===== config.mk =====
export PLATFORM = sky130hd
export DESIGN_NAME = emx_strobe_arb
export DESIGN_NICKNAME = d
export VERILOG_FILES = /design/src/emx_pkg.sv /design/src/emx_strobe_arb.sv /design/src/emx_clk_gen.sv /design/src/emx_axil_regs.sv
export VERILOG_INCLUDE_DIRS = /design/src
export SDC_FILE = /design/constraint.sdc
export NUM_CORES = 1
export LEC_CHECK = 0
export ABC_AREA = 1
export ABC_CLOCK_PERIOD_IN_PS = 3900
export BUFFER_PORTS_ARGS = -buffer_cell sky130_fd_sc_hd__buf_2
export CORE_ASPECT_RATIO = 0.75
export CORE_UTILIZATION = 50
export DETAILED_ROUTE_END_ITERATION = 10
export HOLD_SLACK_MARGIN = 0.1
export PLACE_DENSITY = 0.92
export SKIP_CTS_REPAIR_TIMING = 1
export SYNTH_ARGS = -nofsm -noshare
export SYNTH_HDL_FRONTEND = slang
export SYNTH_SLANG_ARGS = --single-unit

===== constraint.sdc =====
create_clock -name clk -period 3.9 [get_ports clk]
set_input_delay 0.78 -clock clk [delete_from_list [all_inputs] [get_ports clk]]
set_output_delay 0.78 -clock clk [all_outputs]
set_load 0.01 [all_outputs]

===== src/emx_defines.svh =====
// Offsets, field positions, reset values and divider counts for the external memory strobe block
`ifndef EMX_DEFINES_SVH
`define EMX_DEFINES_SVH

// ----------------------------------------------------------------------------
// Register byte offsets
// ----------------------------------------------------------------------------
`define EMX_OFF_CTRL        4'h0
`define EMX_OFF_SPACE       4'h4
`define EMX_OFF_STATUS      4'h8

// ----------------------------------------------------------------------------
// Control register fields
// ----------------------------------------------------------------------------
`define EMX_CTRL_DIV_LSB    0
`define EMX_CTRL_DIV_MSB    1
`define EMX_CTRL_GPO_MODE   2
`define EMX_CTRL_GPO_VALUE  3
`define EMX_CTRL_SELF_REF   4
`define EMX_CTRL_MASK       32'h0000001f

// ----------------------------------------------------------------------------
// Space configuration fields: type at [2i+1:2i], read strobe select at 8+i
// ----------------------------------------------------------------------------
`define EMX_SPACE_REN_LSB   8
`define EMX_SPACE_MASK      32'h00000fff

// ----------------------------------------------------------------------------
// Status register fields
// ----------------------------------------------------------------------------
`define EMX_STAT_SRC_LSB    0
`define EMX_STAT_SRC_MSB    1
`define EMX_STAT_GRANT      2
`define EMX_STAT_PENDING    3
`define EMX_STAT_BUSY       4

// ----------------------------------------------------------------------------
// Reset values
// ----------------------------------------------------------------------------
`define EMX_CTRL_RST        32'h00000000
`define EMX_SPACE_RST       32'h00000000

// ----------------------------------------------------------------------------
// Core clock divider counts and strap codes
// ----------------------------------------------------------------------------
`define EMX_CORE_DIV4       3'h4
`define EMX_CORE_DIV6       3'h6
`define EMX_STRAP_DIV4      2'h1
`define EMX_STRAP_DIV6      2'h2

`endif


===== src/emx_pkg.sv =====
// Types and shared decode functions of the external memory strobe block
`default_nettype none
package emx_pkg;

  typedef enum logic [1:0] {
    EMX_MEM_ASYNC = 2'b00,
    EMX_MEM_SDRAM = 2'b01,
    EMX_MEM_SYNC  = 2'b10,
    EMX_MEM_RSVD  = 2'b11
  } emx_mem_type_t;

  typedef enum logic [1:0] {
    EMX_SRC_EXT  = 2'b00,
    EMX_SRC_DIV4 = 2'b01,
    EMX_SRC_DIV6 = 2'b10
  } emx_clk_src_t;

  typedef enum logic [1:0] {
    EMX_DIV1 = 2'b00,
    EMX_DIV2 = 2'b01,
    EMX_DIV4 = 2'b10,
    EMX_DIV4_ALT = 2'b11
  } emx_div_ratio_t;

  typedef enum logic [2:0] {
    EMX_IDLE   = 3'b000,
    EMX_SETUP  = 3'b001,
    EMX_STROBE = 3'b010,
    EMX_FINISH = 3'b011,
    EMX_GRANT  = 3'b100
  } emx_state_t;

  // Reserved type code behaves as asynchronous memory
  function automatic emx_mem_type_t emxMemTypeOf(input logic [31:0] cfg, input logic [1:0] idx);
    logic [1:0] code;
    code = cfg[{idx, 1'b0} +: 2];
    emxMemTypeOf = (code == 2'b11) ? EMX_MEM_ASYNC : emx_mem_type_t'(code);
  endfunction : emxMemTypeOf

  function automatic logic [31:0] emxApplyStrobe(input logic [31:0] old,
                                                 input logic [31:0] data,
                                                 input logic [3:0]  strb);
    logic [31:0] res;
    res = old;
    for (int i = 0; i < 4; i++)
    begin
      if (strb[i])
      begin
        res[8*i +: 8] = data[8*i +: 8];
      end
    end
    emxApplyStrobe = res;
  endfunction : emxApplyStrobe

endpackage : emx_pkg
`default_nettype wire


===== src/emx_strobe_arb.sv =====
// External memory strobe muxing, chip space select, clocking and bus hold arbitration
`timescale 1ns/1ps
`default_nettype none
`include "emx_defines.svh"

// Notes on behaviour
// - Interface clock source picked at reset from pin, core/4 or core/6 via straps.
// - Straps not selecting a core division leave the external clock pin as source.
// - Divided output clock runs at interface clock over one, two or four.
// - Full-rate output clock always follows the selected interface clock.
// - Shared read pin: async read, SDRAM column strobe, sync address or read strobe.
// - Sync spaces: select bit 0 gives address strobe, 1 gives read enable.
// - Shared enable pin: async output enable, SDRAM row strobe, sync output enable.
// - Shared write pin is write enable for every memory type of the space.
// - SDRAM clock enable output drops to put SDRAM in self-refresh.
// - Without SDRAM, software may drive the clock enable pin as plain output.
// - Dedicated FIFO output enable asserts only for synchronous reads of space three.
// - Hold grant output rises once the device has released the bus.
// - Pending request output shows accesses waiting for the external bus.
// - Async memory drives ready; the device samples it to finish accesses.
// - Word address bits 28 and 29 pick one of four spaces; one enable only.
module emx_strobe_arb
  import emx_pkg::*;
(
  input  wire logic        clk,
  input  wire logic        rst_n,
  // Register bus
  input  wire logic [31:0] s_axil_awaddr,
  input  wire logic        s_axil_awvalid,
  output logic             s_axil_awready,
  input  wire logic [31:0] s_axil_wdata,
  input  wire logic [3:0]  s_axil_wstrb,
  input  wire logic        s_axil_wvalid,
  output logic             s_axil_wready,
  output logic [1:0]       s_axil_bresp,
  output logic             s_axil_bvalid,
  input  wire logic        s_axil_bready,
  input  wire logic [31:0] s_axil_araddr,
  input  wire logic        s_axil_arvalid,
  output logic             s_axil_arready,
  output logic [31:0]      s_axil_rdata,
  output logic [1:0]       s_axil_rresp,
  output logic             s_axil_rvalid,
  input  wire logic        s_axil_rready,
  // Internal access requests
  input  wire logic        reqValid,
  input  wire logic        reqWrite,
  input  wire logic [31:0] reqWordAddr,
  output logic             reqReady,
  output logic             accessDone,
  // Clocking
  input  wire logic        extIfaceClkIn,
  input  wire logic [1:0]  clockSourceStraps,
  output logic             fullRateIfaceClkOut,
  output logic             dividedIfaceClkOut,
  // Memory control pins, all strobes active low
  output logic             sharedReadStrobe_n,
  output logic             sharedOutputEnable_n,
  output logic             sharedWriteStrobe_n,
  output logic [3:0]       chipSpaceSelect_n,
  output logic             fifoSpaceOutputEnable_n,
  output logic             busPinsOe,
  output logic             sdramClkEnableOut,
  input  wire logic        asyncMemReadyIn,
  // Bus arbitration
  input  wire logic        hostBusClaimIn,
  output logic             holdGrantOut,
  output logic             pendingAccessRequestOut
);

  // --------------------------------------------------------------------------
  // State
  // --------------------------------------------------------------------------
  typedef struct packed {
    emx_state_t    state;
    logic [1:0]    space;
    logic          isWrite;
    emx_mem_type_t memType;
    logic          readSel;
    logic          readySample;
    logic          done;
    logic          readStrobe_n;
    logic          outEnable_n;
    logic          writeStrobe_n;
    logic [3:0]    select_n;
    logic          fifoOe_n;
    logic          pinsOe;
    logic          grant;
    logic          pending;
    logic          cke;
  } emx_arb_state_t;

  emx_arb_state_t s;
  emx_arb_state_t next_s;

  logic           ifaceTick;
  emx_clk_src_t   clkSource;
  logic [31:0]    ctrlWord;
  logic [31:0]    spaceWord;
  logic [31:0]    statusWord;
  emx_div_ratio_t divRatio;

  assign divRatio = emx_div_ratio_t'(ctrlWord[`EMX_CTRL_DIV_MSB:`EMX_CTRL_DIV_LSB]);

  // --------------------------------------------------------------------------
  // Submodules
  // --------------------------------------------------------------------------
  emx_clk_gen u_clk_gen (
    .clk                 (clk),
    .rst_n               (rst_n),
    .extIfaceClkIn       (extIfaceClkIn),
    .clockSourceStraps   (clockSourceStraps),
    .divRatio            (divRatio),
    .ifaceTick           (ifaceTick),
    .fullRateIfaceClkOut (fullRateIfaceClkOut),
    .dividedIfaceClkOut  (dividedIfaceClkOut),
    .clkSource           (clkSource)
  );

  emx_axil_regs u_regs (
    .clk            (clk),
    .rst_n          (rst_n),
    .s_axil_awaddr  (s_axil_awaddr),
    .s_axil_awvalid (s_axil_awvalid),
    .s_axil_awready (s_axil_awready),
    .s_axil_wdata   (s_axil_wdata),
    .s_axil_wstrb   (s_axil_wstrb),
    .s_axil_wvalid  (s_axil_wvalid),
    .s_axil_wready  (s_axil_wready),
    .s_axil_bresp   (s_axil_bresp),
    .s_axil_bvalid  (s_axil_bvalid),
    .s_axil_bready  (s_axil_bready),
    .s_axil_araddr  (s_axil_araddr),
    .s_axil_arvalid (s_axil_arvalid),
    .s_axil_arready (s_axil_arready),
    .s_axil_rdata   (s_axil_rdata),
    .s_axil_rresp   (s_axil_rresp),
    .s_axil_rvalid  (s_axil_rvalid),
    .s_axil_rready  (s_axil_rready),
    .statusWord     (statusWord),
    .ctrlWord       (ctrlWord),
    .spaceWord      (spaceWord)
  );

  always_comb
  begin
    statusWord = 32'h0;
    statusWord[`EMX_STAT_SRC_MSB:`EMX_STAT_SRC_LSB] = clkSource;
    statusWord[`EMX_STAT_GRANT]   = s.grant;
    statusWord[`EMX_STAT_PENDING] = s.pending;
    statusWord[`EMX_STAT_BUSY]    = (s.state != EMX_IDLE) && (s.state != EMX_GRANT);
  end

  // --------------------------------------------------------------------------
  // Access sequencing and arbitration
  // --------------------------------------------------------------------------
  // A host claim is honoured only between accesses, so an access in flight always completes
  assign reqReady = (s.state == EMX_IDLE) && !hostBusClaimIn;

  always_comb
  begin
    logic active;
    active             = 1'b0;
    next_s             = s;
    next_s.done        = 1'b0;
    next_s.readySample = asyncMemReadyIn;
    unique case (s.state)
      EMX_IDLE:
      begin
        if (hostBusClaimIn)
        begin
          next_s.state = EMX_GRANT;
        end
        else if (reqValid)
        begin
          next_s.state   = EMX_SETUP;
          next_s.space   = reqWordAddr[29:28];
          next_s.isWrite = reqWrite;
          next_s.memType = emxMemTypeOf(spaceWord, reqWordAddr[29:28]);
          next_s.readSel = spaceWord[`EMX_SPACE_REN_LSB + reqWordAddr[29:28]];
        end
      end
      EMX_SETUP:
      begin
        if (ifaceTick)
        begin
          next_s.state = EMX_STROBE;
        end
      end
      EMX_STROBE:
      begin
        // Async strobe is held until ready has been seen high at an interface tick
        if (ifaceTick && (s.memType != EMX_MEM_ASYNC || s.readySample))
        begin
          next_s.state = EMX_FINISH;
        end
      end
      EMX_FINISH:
      begin
        if (ifaceTick)
        begin
          next_s.state = EMX_IDLE;
          next_s.done  = 1'b1;
        end
      end
      EMX_GRANT:
      begin
        if (!hostBusClaimIn)
        begin
          next_s.state = EMX_IDLE;
        end
      end
      default:
      begin
        next_s.state = EMX_IDLE;
      end
    endcase

    // Pin values follow the next state so they change in step with it
    active = (next_s.state == EMX_SETUP) || (next_s.state == EMX_STROBE) ||
             (next_s.state == EMX_FINISH);
    next_s.readStrobe_n  = 1'b1;
    next_s.outEnable_n   = 1'b1;
    next_s.writeStrobe_n = 1'b1;
    next_s.fifoOe_n      = 1'b1;
    next_s.select_n      = 4'hf;
    if (active)
    begin
      next_s.select_n[next_s.space] = 1'b0;
    end
    if (next_s.state == EMX_SETUP)
    begin
      if (next_s.memType == EMX_MEM_SDRAM)
      begin
        next_s.outEnable_n = 1'b0;
      end
      if (next_s.memType == EMX_MEM_SYNC && !next_s.readSel)
      begin
        next_s.readStrobe_n = 1'b0;
      end
    end
    if (next_s.state == EMX_STROBE)
    begin
      unique case (next_s.memType)
        EMX_MEM_SDRAM:
        begin
          next_s.readStrobe_n  = 1'b0;
          next_s.writeStrobe_n = !next_s.isWrite;
        end
        EMX_MEM_SYNC:
        begin
          next_s.writeStrobe_n = !next_s.isWrite;
          next_s.outEnable_n   = next_s.isWrite;
          next_s.readStrobe_n  = !(next_s.readSel && !next_s.isWrite);
          next_s.fifoOe_n      = !(!next_s.isWrite && next_s.space == 2'h3);
        end
        default:
        begin
          next_s.readStrobe_n  = next_s.isWrite;
          next_s.outEnable_n   = next_s.isWrite;
          next_s.writeStrobe_n = !next_s.isWrite;
        end
      endcase
    end
    next_s.grant   = (next_s.state == EMX_GRANT);
    next_s.pinsOe  = !next_s.grant;
    next_s.pending = reqValid || active;
    // General-purpose mode wins over self-refresh when no SDRAM is fitted
    if (ctrlWord[`EMX_CTRL_GPO_MODE])
    begin
      next_s.cke = ctrlWord[`EMX_CTRL_GPO_VALUE];
    end
    else
    begin
      next_s.cke = !ctrlWord[`EMX_CTRL_SELF_REF];
    end
  end

  always_ff @(posedge clk or negedge rst_n)
  begin
    if (!rst_n)
    begin
      s               <= '0;
      s.readStrobe_n  <= 1'b1;
      s.outEnable_n   <= 1'b1;
      s.writeStrobe_n <= 1'b1;
      s.select_n      <= 4'hf;
      s.fifoOe_n      <= 1'b1;
      s.pinsOe        <= 1'b1;
      s.cke           <= 1'b1;
    end
    else
    begin
      s <= next_s;
    end
  end

  // --------------------------------------------------------------------------
  // Outputs
  // --------------------------------------------------------------------------
  assign accessDone              = s.done;
  assign sharedReadStrobe_n      = s.readStrobe_n;
  assign sharedOutputEnable_n    = s.outEnable_n;
  assign sharedWriteStrobe_n     = s.writeStrobe_n;
  assign chipSpaceSelect_n       = s.select_n;
  assign fifoSpaceOutputEnable_n = s.fifoOe_n;
  assign busPinsOe               = s.pinsOe;
  assign sdramClkEnableOut       = s.cke;
  assign holdGrantOut            = s.grant;
  assign pendingAccessRequestOut = s.pending;

endmodule : emx_strobe_arb
`default_nettype wire


===== src/emx_clk_gen.sv =====
// Interface clock source choice, full-rate and divided output clocks
`timescale 1ns/1ps
`default_nettype none
`include "emx_defines.svh"

module emx_clk_gen
  import emx_pkg::*;
(
  input  wire logic           clk,
  input  wire logic           rst_n,
  input  wire logic           extIfaceClkIn,
  input  wire logic [1:0]     clockSourceStraps,
  input  wire emx_div_ratio_t divRatio,
  output logic                ifaceTick,
  output logic                fullRateIfaceClkOut,
  output logic                dividedIfaceClkOut,
  output emx_clk_src_t        clkSource
);

  typedef struct packed {
    logic         strapsTaken;
    emx_clk_src_t src;
    logic [2:0]   cnt;
    logic         extLevel;
    logic [1:0]   divCnt;
    logic         tick;
    logic         fullOut;
    logic         divOut;
  } emx_clk_state_t;

  emx_clk_state_t s;
  emx_clk_state_t next_s;

  always_comb
  begin
    logic [2:0] limit;
    limit  = `EMX_CORE_DIV4;
    next_s = s;
    // Straps cannot be loaded under async reset, so take them at the first edge after release
    if (!s.strapsTaken)
    begin
      next_s.strapsTaken = 1'b1;
      unique case (clockSourceStraps)
        `EMX_STRAP_DIV4: next_s.src = EMX_SRC_DIV4;
        `EMX_STRAP_DIV6: next_s.src = EMX_SRC_DIV6;
        default:         next_s.src = EMX_SRC_EXT;
      endcase
    end
    next_s.extLevel = extIfaceClkIn;
    if (s.src == EMX_SRC_DIV6)
    begin
      limit = `EMX_CORE_DIV6;
    end
    if (s.src == EMX_SRC_EXT)
    begin
      next_s.tick    = extIfaceClkIn & ~s.extLevel;
      next_s.fullOut = extIfaceClkIn;
      next_s.cnt     = 3'h0;
    end
    else
    begin
      next_s.tick = (s.cnt == limit - 3'h1);
      next_s.cnt  = next_s.tick ? 3'h0 : s.cnt + 3'h1;
      next_s.fullOut = (next_s.cnt < (limit >> 1));
    end
    if (next_s.tick)
    begin
      next_s.divCnt = s.divCnt + 2'h1;
    end
    unique case (divRatio)
      EMX_DIV1: next_s.divOut = next_s.fullOut;
      EMX_DIV2: next_s.divOut = next_s.divCnt[0];
      default:  next_s.divOut = next_s.divCnt[1];
    endcase
  end

  always_ff @(posedge clk or negedge rst_n)
  begin
    if (!rst_n)
    begin
      s <= '0;
    end
    else
    begin
      s <= next_s;
    end
  end

  assign ifaceTick           = s.tick;
  assign fullRateIfaceClkOut = s.fullOut;
  assign dividedIfaceClkOut  = s.divOut;
  assign clkSource           = s.src;

endmodule : emx_clk_gen
`default_nettype wire


===== src/emx_axil_regs.sv =====
// AXI4-Lite register slave: control, space configuration and status words
`timescale 1ns/1ps
`default_nettype none
`include "emx_defines.svh"

module emx_axil_regs
  import emx_pkg::*;
(
  input  wire logic        clk,
  input  wire logic        rst_n,
  input  wire logic [31:0] s_axil_awaddr,
  input  wire logic        s_axil_awvalid,
  output logic             s_axil_awready,
  input  wire logic [31:0] s_axil_wdata,
  input  wire logic [3:0]  s_axil_wstrb,
  input  wire logic        s_axil_wvalid,
  output logic             s_axil_wready,
  output logic [1:0]       s_axil_bresp,
  output logic             s_axil_bvalid,
  input  wire logic        s_axil_bready,
  input  wire logic [31:0] s_axil_araddr,
  input  wire logic        s_axil_arvalid,
  output logic             s_axil_arready,
  output logic [31:0]      s_axil_rdata,
  output logic [1:0]       s_axil_rresp,
  output logic             s_axil_rvalid,
  input  wire logic        s_axil_rready,
  input  wire logic [31:0] statusWord,
  output logic [31:0]      ctrlWord,
  output logic [31:0]      spaceWord
);

  typedef struct packed {
    logic        awHeld;
    logic [31:0] awAddr;
    logic        wHeld;
    logic [31:0] wData;
    logic [3:0]  wStrb;
    logic        bValid;
    logic [1:0]  bResp;
    logic        rValid;
    logic [31:0] rData;
    logic [1:0]  rResp;
    logic [31:0] ctrl;
    logic [31:0] space;
  } emx_reg_state_t;

  emx_reg_state_t s;
  emx_reg_state_t next_s;

  function automatic logic isMapped(input logic [31:0] addr);
    isMapped = (addr[31:4] == 28'h0) && (addr[3:0] == `EMX_OFF_CTRL ||
               addr[3:0] == `EMX_OFF_SPACE || addr[3:0] == `EMX_OFF_STATUS);
  endfunction : isMapped

  assign s_axil_awready = !s.awHeld && !s.bValid;
  assign s_axil_wready  = !s.wHeld && !s.bValid;
  assign s_axil_arready = !s.rValid;

  always_comb
  begin
    next_s = s;
    if (s_axil_awvalid && s_axil_awready)
    begin
      next_s.awHeld = 1'b1;
      next_s.awAddr = s_axil_awaddr;
    end
    if (s_axil_wvalid && s_axil_wready)
    begin
      next_s.wHeld = 1'b1;
      next_s.wData = s_axil_wdata;
      next_s.wStrb = s_axil_wstrb;
    end
    if (s.bValid && s_axil_bready)
    begin
      next_s.bValid = 1'b0;
    end
    // Write commits once both halves are in, whichever came first
    if (s.awHeld && s.wHeld)
    begin
      next_s.awHeld = 1'b0;
      next_s.wHeld  = 1'b0;
      next_s.bValid = 1'b1;
      next_s.bResp  = isMapped(s.awAddr) ? 2'b00 : 2'b10;
      if (isMapped(s.awAddr) && s.awAddr[3:0] == `EMX_OFF_CTRL)
      begin
        next_s.ctrl = emxApplyStrobe(s.ctrl, s.wData, s.wStrb) & `EMX_CTRL_MASK;
      end
      if (isMapped(s.awAddr) && s.awAddr[3:0] == `EMX_OFF_SPACE)
      begin
        next_s.space = emxApplyStrobe(s.space, s.wData, s.wStrb) & `EMX_SPACE_MASK;
      end
    end
    if (s.rValid && s_axil_rready)
    begin
      next_s.rValid = 1'b0;
    end
    if (s_axil_arvalid && s_axil_arready)
    begin
      next_s.rValid = 1'b1;
      next_s.rResp  = isMapped(s_axil_araddr) ? 2'b00 : 2'b10;
      next_s.rData  = 32'h0;
      if (isMapped(s_axil_araddr))
      begin
        unique case (s_axil_araddr[3:0])
          `EMX_OFF_CTRL:  next_s.rData = s.ctrl;
          `EMX_OFF_SPACE: next_s.rData = s.space;
          default:        next_s.rData = statusWord;
        endcase
      end
    end
  end

  always_ff @(posedge clk or negedge rst_n)
  begin
    if (!rst_n)
    begin
      s       <= '0;
      s.ctrl  <= `EMX_CTRL_RST;
      s.space <= `EMX_SPACE_RST;
    end
    else
    begin
      s <= next_s;
    end
  end

  assign s_axil_bvalid = s.bValid;
  assign s_axil_bresp  = s.bResp;
  assign s_axil_rvalid = s.rValid;
  assign s_axil_rdata  = s.rData;
  assign s_axil_rresp  = s.rResp;
  assign ctrlWord      = s.ctrl;
  assign spaceWord     = s.space;

endmodule : emx_axil_regs
`default_nettype wire


# Yosys cells after proc, flatten, opt, wreduce, memory -nomap -nowiden
# Index checks and enable logic that the tools add are counted.
[classes]
muxes = 45
magnitude_cmp = 4
shift = 1
n_bitwise = 3
n_eq_ne = 22
div_mod_pow = 0
reduce_logical = 54
n_mul = 0
add_sub_neg = 4
[op_table]
columns = ["cell", "count"]
rows = [
  ["$logic_not A28 Y1", 2],
  ["$mux W37", 1],
  ["$mux W35", 1],
  ["$mux W33", 1],
  ["$mux W32", 1],
  ["$shiftx A32 B4 Y2", 1],
  ["$mux W3", 9],
  ["$pmux W12 S2", 1],
  ["$logic_and A1 B1 Y1", 19],
  ["$pmux W3 S5", 1],
  ["$mux W1", 14],
  ["$mux W2", 7],
  ["$eq A3 B2 Y1 const B", 4],
  ["$mux W6", 2],
  ["$logic_not A1 Y1", 11],
  ["$eq A2 B2 Y1 const B", 5],
  ["$reduce_bool A2 Y1", 5],
  ["$mux W9", 1],
  ["$reduce_and A3 Y1", 3],
  ["$eq A4 B3 Y1 const B", 2],
  ["$eq A4 B4 Y1 const B", 2],
  ["$logic_not A4 Y1", 2],
  ["$logic_or A1 B1 Y1", 8],
  ["$eq A2 B1 Y1 const B", 3],
  ["23 further kinds", 27],
]
[word_totals]
ram_bits = 0
latch_bits = 0
memories = 0
register_bits = 160
mem_bits_ro = 0
word_cells = 170
output_inout_bits = 57
in_bits = 146

# Depth between registers and ports, before layout
# Gate-level depths: netlist of the first run.
[depth]
word_depth = 12
depth_mapped = 13
ltp_nobuf = 13

# Hierarchy
# A second synthesis of the first run with hierarchy kept.
[hier_totals]
cells_unflattened = 796
hier_area_um2 = 6959.2
[modules_own_cells]
columns = ["mod", "area_each_um2", "instances", "seq_area_each_um2", "cells_each"]
rows = [
  ["emx_axil_regs", 5197.5, 1, 2527.4, 594],
  ["emx_strobe_arb", 1159.9, 1, 588.1, 139],
  ["emx_clk_gen", 601.8, 1, 300.3, 63],
]

# Worst setup path after synthesis of the first run
# Ideal clock, no wire load.
[synth_path]
path_kind = "in2reg"
startpoint = "in hostBusClaimIn"
endpoint = "reg s, in the netlist sharedReadStrobe_n"
cell_stages = 11
arrival_time_ns = 1.985
setup_slack_ns = 1.842
setup_time_ns = 0.073
required_ns = 3.827
path_cell_list = "nor2_1 > nand3_2 > clkinv_2 > nand2_1 > o21ai_0 > inv_1 > ha_1 > nor2_1 > nor2_1 > nor2_1 > a21oi_1"
[synth_rtl]
columns = ["element", "line", "text"]
rows = [
  ["start, declared", "emx_strobe_arb.sv:66", "input wire logic hostBusClaimIn,"],
  ["end signal, assigned", "emx_strobe_arb.sv:294", "s <= next_s;"],
  ["end, declared", "emx_strobe_arb.sv:93", "emx_arb_state_t s;"],
]

# Final worst setup path of the first run
[layout_path]
startpoint = "reg u_regs.s[169] in the netlist's numbering"
endpoint = "reg u_regs.s, in the netlist u_regs.spaceWord[1]"
[layout_via]
elab_chain_len = 4
[layout_lines]
columns = ["element", "line", "text"]
rows = [
  ["start, declared", "emx_axil_regs.sv:48", "emx_reg_state_t s;"],
  ["start signal, assigned", "emx_axil_regs.sv:124", "s <= next_s;"],
  ["$logic_not A28 Y1", "emx_axil_regs.sv:52", "isMapped = (addr[31:4] == 28'h0) && (addr[3:0] == `EMX_OFF_CTRL ||"],
  ["$logic_and A1 B1 Y1", "emx_axil_regs.sv:52", ""],
  ["$logic_and A1 B1 Y1 (no source line)", "--", ""],
  ["$reduce_and A3 Y1 (no source line)", "--", ""],
]
# No other way between the ends.
# A chain may end at the register's enable or synchronous reset.

==> results of run 1 <==
## kinds of logic after synthesis
family | count (synthesis)
AO/OA/AOI/OAI | 42
XOR/XNOR | 2
adder cells (fa/ha/maj) | 3
buffers and inverters | 98
flip-flops | 116
multiplexers | 44
other | 2
AND/OR/NAND/NOR | 252
## per-layer routing
layer | routed length, microns | GRT usage (%) | up-vias
li1 | - | - | 1984
met1 | 4800 | 27.3 | 1935
met2 | 5540 | 37.1 | 145
met3 | 739 | 7.35 | 8
met4 | 93 | 7.20 | 0
met5 | 0 | 0 | -
## power groups by stage
| stage | combinational, mW | sequential, mW | clock (mW) |
|---|---|---|---|
| 2_1_floorplan | 0.766 | 1.76 | 0 |
| 3_3_place_gp | 0.935 | 1.80 | 0 |
| 3_5_place_dp | 0.989 | 1.83 | 0 |
| 4_1_cts | 0.997 | 1.81 | 1.66 |
| 5_1_grt | 1.11 | 1.86 | 1.72 |
| 6_report | 0.990 | 1.82 | 1.64 |
## stage by stage
stage	total power, mW	hold slack (ps)	instances	worst slack, ps
floorplan	2.53	426	580	1840
global route	4.69	459	828	1460
global placement	2.74	459	796	1490
finish	4.44	445	828	1750
CTS	4.48	466	828	1730
detailed placement	2.82	461	796	1430
## registers in the layout, summed over array words and instances (netlist names), 2 cells and up
register / cells
u_regs.ctrlWord: 5
chipSpaceSelect_n: 4
u_regs.s: 48
u_clk_gen.s: 7
u_clk_gen.clkSource: 2
u_regs.s_axil_rdata: 12
u_regs.spaceWord: 12
s: 10
## cell type report
| class | instances | area [sq um] | area share (%) |
|---|---|---|---|
| Clock buffer | 19 | 453 | 6.94 |
| Clock inverter | 13 | 180 | 2.76 |
| Inverter | 49 | 185 | 2.84 |
| Multi-Input combinational cell | 366 | 1960 | 30.0 |
| Sequential cell | 116 | 2920 | 44.7 |
| Tap cell | 136 | 170 | 2.61 |
| Timing Repair Buffer | 129 | 663 | 10.2 |
## critical path, cell delays in order (launching register included)
cell	delay, ps
dfrtp_1	390
nor2_1	110
nand2_1	70
nor3_1	170
nand2_1	100
nor2_2	650
nand3_2	330
nand2_1	160
nand2_1	60
## placed cells by master, fill, tap and decap left out, drive strengths merged, types with 12 or more instances in the layout
cell type  synthesis  final
nand2            132    132
buf               47    129
dfrtp            106    106
nor2              66     66
inv               48     49
mux2              44     44
o21ai             27     27
nand3             24     24
conb               2     23
nand4             20     20
clkbuf             2     19
a21oi             12     12
## worst max path at each step
stage / startpoint / to / cells past startpoint
2_1_floorplan: hostBusClaimIn / sharedReadStrobe_n / 11
3_3_place_gp: reqWordAddr[28] / sharedReadStrobe_n / 13
3_5_place_dp: reqWordAddr[28] / sharedReadStrobe_n / 13
4_1_cts: u_regs.s[169] / u_regs.spaceWord[1] / 8
5_1_grt: u_regs.s[169] / u_regs.spaceWord[1] / 8
6_report: u_regs.s[169] / u_regs.spaceWord[1] / 8
==> results.md, run 1 <==
* Status: complete, no violations
* Max Fclk at 465 MHz
* Vias post-DR at slightly above 4000
* Max VDD drop at about 0.53 mV
* Total grt overflow at 0
* FP Rows at 32
* Post-Synth XOR/XNOR Area at less than 1%
* Largest family of logic cells by synthesized area: simple AND/OR/NAND/NOR gates
* R2r startpoint: u_regs.s[169]
* Final Util at ~63%
* Placed Instance Area at a little under 0.006 sq mm
* CP arrival at between 2000 and 2500 ps
* Fin. Hold Viols at 0
* Share of total power in sequential cells at around 40%
* Seq/Total Area, Yosys at around 55%
* Avg WL per Cell at 13.5 microns
* Worst slew pin tran at roughly 840 ps
* Final Max Slew Viols at 0
* Drt drc at 0
* Clock network power share at ~37%
* Post-synthesis cell count at 559
* GRT Overall Usage at approximately 22%
* Worst setup EP type: register
* Max cap viols at 0
* Tcrit/Tclk final at between 50% and 60%
* Switching pwr at about 1.3 mW
* DRT iter0 DRCs at approximately 160
* Vias in the first global route at 3956
* Synth top area cells: dfrtp_1 50%, mux2_2 9.3%, nand2_1 9.2%
* Die Height at between 90 and 100 microns
* RSZ-0062 raised after global routing: false
* Fillers at 853
* Post-synthesis mux area share at a little under a tenth
* Setup_tns at 0 ps
* Post-Layout Inst Area at between 0.006 and 0.007 sq mm
* Leading area contributor after synthesis: dfrtp_1
* Synthesized cell area at between 0.005 and 0.006 sq mm
* Worst-Skew Late Latency at 410 ps
* Number of vias per cell at approximately 5
* PortBufs at between 100 and 150
* Core ar. at 0.0103 sq mm
* Ports at 203
* Max-Slew Margin vs Limit at a little over two fifths
* Area added between synthesis and finish at 22.5%
* Clock Root Buffer: clkbuf_16
* Cts bufs inserted at 17
* Clk sinks at 116
* CP Data Required Time at approximately 4200 ps
* Post-synth EDFFs at 0
* Comb pwr share at 22.3%
* Final nets at 828
* Initial antenna violation count at 0
* Minimum clock period at around 2200 ps
* Worst R2R Setup Slack at 1750 ps
* CP Launch Type: register
* Largest net degree at the start of global routing at 62
* Top cells by count, synth: 130 x nand2_1, 106 x dfrtp_1, 62 x nor2_1, 48 x inv_1, 44 x mux2_2
* Worst reg2reg endpoint: u_regs.spaceWord[1]
* Synth Area per Inst at 9.54 sq um
* CTS tree: done
* N_diodes at 0
* Seq cells post-synth at between 100 and 150
* Dominant register cell in the synthesized netlist: dfrtp_1
* Sw Share at 29.2%
* DP HPWL at around 8100 microns
* Final WL at between 10000 and 15000 microns
* Initial Util at about half
* Die area at roughly 0.011 sq mm
* Layout cells sized above 1 at approximately 33%
* Most frequent cell after synthesis: nand2_1
* Leakage at 3.29 nW
* Reg2Reg Depth at 8
* First-pass GRT wire length at approximately 19000 microns
* Synth Area in Adders at less than 1%
* Post-Synth Simple-Gate Area at between 20% and 30%
* CTS max path bufs at 2
* Internal Dissipation at 3.15 mW
* Worst-path maximum fanout at 21
* Asr flop ratio synth at 100%
* Routability Congestion at around 0.83
* Crit Path Class: reg2reg
* Worst Clk Skew at roughly 11 ps
* Area fraction in compound gates after synthesis at 4.30%
* YS warnings at 0
* Hold Crit Class: in2async
* Unique masters post-synth at 32
* Routed Antenna Nets at 0
* Clock transition at path regs at 50 ps
* CTS H-Tree Depth at 4
* Power Density at between 600 and 700 mW/mm^2
* Final setup vio count at 0
* Synth top area share at around half
* DRT Pass-1 Iters at 4
* Die X at about 120 microns
Power figures use the tool's default switching activity.
==> run 2: changes to the inputs <==
--- a/config.mk
+++ b/config.mk
@@ -7,13 +7,13 @@
 export NUM_CORES = 1
 export LEC_CHECK = 0
 export ABC_AREA = 1
-export ABC_CLOCK_PERIOD_IN_PS = 3900
+export ABC_CLOCK_PERIOD_IN_PS = 2100
 export BUFFER_PORTS_ARGS = -buffer_cell sky130_fd_sc_hd__buf_2
 export CORE_ASPECT_RATIO = 0.75
-export CORE_UTILIZATION = 50
+export CORE_UTILIZATION = 49
 export DETAILED_ROUTE_END_ITERATION = 10
 export HOLD_SLACK_MARGIN = 0.1
-export PLACE_DENSITY = 0.92
+export PLACE_DENSITY = 0.91
 export SKIP_CTS_REPAIR_TIMING = 1
 export SYNTH_ARGS = -nofsm -noshare
 export SYNTH_HDL_FRONTEND = slang
==> constraint.sdc (replaced) <==
create_clock -name clk -period 2.1 [get_ports clk]
set_input_delay 0.42 -clock clk [delete_from_list [all_inputs] [get_ports clk]]
set_output_delay 0.42 -clock clk [all_outputs]
set_load 0.01 [all_outputs]
==> run 2 against run 1 <==
Compared with the run above: cell count rose by 0.60%; register-to-register slack got worse by 1500 ps; first-iteration DRC count did not move; worst setup slack got worse by 1500 ps; sequential share of layout area rose by 0.29 points; fmax rose by 17%; highest routed layer unchanged.
==> results.md, run 2 (synthesis results as in run 1) <==
* DRT Pass-1 Iters at 4 (unchanged)
* Minimum clock period at 1840 ps (was 2150 ps)
* Share of total power in sequential cells at 42.8% (was 40.9%)
* Clock network power share at 33.7% (was 36.8%)
* Clk sinks at 116 (unchanged)
* Final setup vio count at 0 (unchanged)
* Drt drc at 0 (unchanged)
* Clock transition at path regs at 50 ps (about the same)
* Max Fclk at 544 MHz (was 465 MHz)
* CTS H-Tree Depth at 4 (unchanged)
* Final Max Slew Viols at 0 (unchanged)
* Sw Share at 29.0% (was 29.2%)
* Fillers at 875 (was 853)
* CP max-delay cell: dfrtp_1 (was nor2_2)
* DRT iter0 DRCs at 162 (unchanged)
* Die X at 122 microns (was 121 microns)
* Largest net degree at the start of global routing at 117 (was 62)
* Initial antenna violation count at 0 (unchanged)
* Power Density at 1210 mW/mm^2 (was 681 mW/mm^2)
* Routed Antenna Nets at 0 (unchanged)
* Reg2Reg Depth at 11 (was 8)
* CTS max path bufs at 2 (unchanged)
* Max reg flops at 48 (unchanged)
* GRT Overall Usage at 20.9% (was 22.3%)
* Final nets at 833 (was 828)
* Most Frequent Cell on Critical Path: nor2_1 (was nand2_1)
* Worst slew pin tran at 746 ps (was 844 ps)
* Clock Root Buffer: clkbuf_16 (unchanged)
* Internal Dissipation at 5.56 mW (was 3.15 mW)
* Number of buffers and inverters on the critical path at 1 (was 0)
* DR top layer: met4 (unchanged)
* Worst Clk Skew at 11.3 ps (was 10.9 ps)
* CP Launch Type: register (unchanged)
* Final WL at 10900 microns (was 11200 microns)
* Ports at 203 (unchanged)
* Leakage at 3.28 nW (was 3.29 nW)
* Top reg by flops: u_regs.s (unchanged)
* PortBufs at 128 (unchanged)
* Met3 WL post-DR at 678 microns (was 739 microns)
* Critical path's largest stage delay at 340 ps (was 650 ps)
* Max VDD drop at 0.906 mV (was 0.530 mV)
* Layout cells sized above 1 at 32.9% (was 33.2%)
* Worst-path maximum fanout at 4 (was 21)
* Worst setup EP type: register (unchanged)
* Number of vias per cell at 4.89 (was 4.92)
* Worst-Skew Late Latency at 400 ps (was 410 ps)
* CP arrival at 2160 ps (was 2440 ps)
* Cts bufs inserted at 17 (unchanged)
* Initial Util at 51.2% (was 51.6%)
* Hold_ws at 79.7 ps (was 445 ps)
* Status: complete, no violations (unchanged)
* Total grt overflow at 0 (unchanged)
* Avg WL per Cell at 13.1 microns (was 13.5 microns)
* CTS tree: done (unchanged)
* DP HPWL at 8020 microns (was 8120 microns)
* Max-Slew Margin vs Limit at 50.1% (was 43.7%)
* Crit Path Class: reg2reg (unchanged)
* RSZ-0062 raised after global routing: false (unchanged)
* Comb pwr share at 23.4% (was 22.3%)
* Routability Congestion at 0.791 (was 0.826)
* Area added between synthesis and finish at 21.7% (was 22.5%)
* Critical path depth in cells at 11 (was 8)
* Switching pwr at 2.27 mW (was 1.30 mW)
* Met2 wire len at 5160 microns (was 5540 microns)
* Max cap viols at 0 (unchanged)
* Met1 WL at 4900 microns (was 4800 microns)
* Core ar. at 0.0104 sq mm (was 0.0103 sq mm)
* Die area at 0.0113 sq mm (was 0.0111 sq mm)
* Vias in the first global route at 3926 (was 3956)
* Fin. Hold Viols at 0 (unchanged)
* CP Data Required Time at 2420 ps (was 4190 ps)
* Crit-path cells: inv_1 > o21ai_0 > nand2_1 > nand3_1 > nand2_1 > o21ai_0 > ha_1 > nor2_1 > nor2_1 > nor2_1 > a21oi_1 (was nor2_1 > nand2_1 > nor3_1 > nand2_1 > nor2_2 > nand3_2 > nand2_1 > nand2_1)
* CP top delay family: compound AO/OA/AOI/OAI gates (was simple AND/OR/NAND/NOR gates)
* Vias post-DR at 4073 (was 4072)
* Most frequent cells in the layout: 130 x nand2_1, 127 x buf_2, 106 x dfrtp_1, 62 x nor2_1, 48 x inv_1 (unchanged)
* Setup_tns at 0 ps (unchanged)
* FP Rows at 32 (unchanged)
* Die Height at 92.3 microns (was 91.4 microns)
* Most common cell after layout, fill and taps aside: nand2_1 (unchanged)
* Hold Crit Class: in2async (unchanged)
* First-pass GRT wire length at 18100 microns (was 18700 microns)
* Tcrit/Tclk final at 87.5% (was 55.2%)
* N_diodes at 0 (unchanged)
[run 2: cell type report]
class / count / area, sq um / share of cell area [%]
flip-flops and latches: 116 / 2920 / 45.0
repair buffers: 134 / 701 / 10.8
multi-input cells: 366 / 1960 / 30.2
well taps: 136 / 170 / 2.62
clock buffers: 27 / 503 / 7.76
inverters: 49 / 185 / 2.86
clock inverters: 5 / 50.0 / 0.772
[run 2: worst reg2reg max path, stage by stage (launching register included)]
cell and delay, ps:
dfrtp_1 340, inv_1 70, o21ai_0 290, nand2_1 130
nand3_1 110, nand2_1 60, o21ai_0 130, ha_1 280
nor2_1 70, nor2_1 100, nor2_1 40, a21oi_1 150
[run 2: path summary, 6_finish.rpt]
check,startpoint,end,slack (ps)
min,rst_n,u_regs.s_axil_rdata[2],80
max,u_regs.spaceWord[5],sharedReadStrobe_n,260
max reg2reg,u_regs.spaceWord[5],sharedReadStrobe_n,260
max in group asynchronous,rst_n,u_regs.ctrlWord[4],1540
min in group clk,asyncMemReadyIn,s[13],130
min reg2reg,u_regs.spaceWord[10],u_regs.spaceWord[10],480
[run 2: stage by stage]
stage / area (sq um) / total power, mW / utilization [%] / std cells / setup slack [ps]
after floorplan: 5410 / 4.70 / - / 580 / 402
after detailed placement: 5930 / 5.23 / 57.0 / 801 / 97.2
after global routing: 6480 / 8.31 / 62.3 / 833 / 97.4
after CTS: 6480 / 7.89 / 62.3 / 833 / 290
final: 6480 / 7.83 / 62.3 / 833 / 262
after global placement: 5930 / 5.11 / 57.0 / 801 / 151
[run 2: routing by layer]
metal  track usage, %  vias up
li1                 -     1997
met1             27.6     1919
met2             32.9      148
met3             5.97        9
met4             7.01        0
met5                0        -
[run 2: power groups by stage]
stage / Sequential (mW) / Combinational (mW) / Clock (mW)
final: 3.35 / 1.84 / 2.64
after global routing: 3.43 / 2.07 / 2.81
after CTS: 3.35 / 1.85 / 2.68
after detailed placement: 3.38 / 1.84 / 0
after global placement: 3.35 / 1.77 / 0
after floorplan: 3.28 / 1.42 / 0
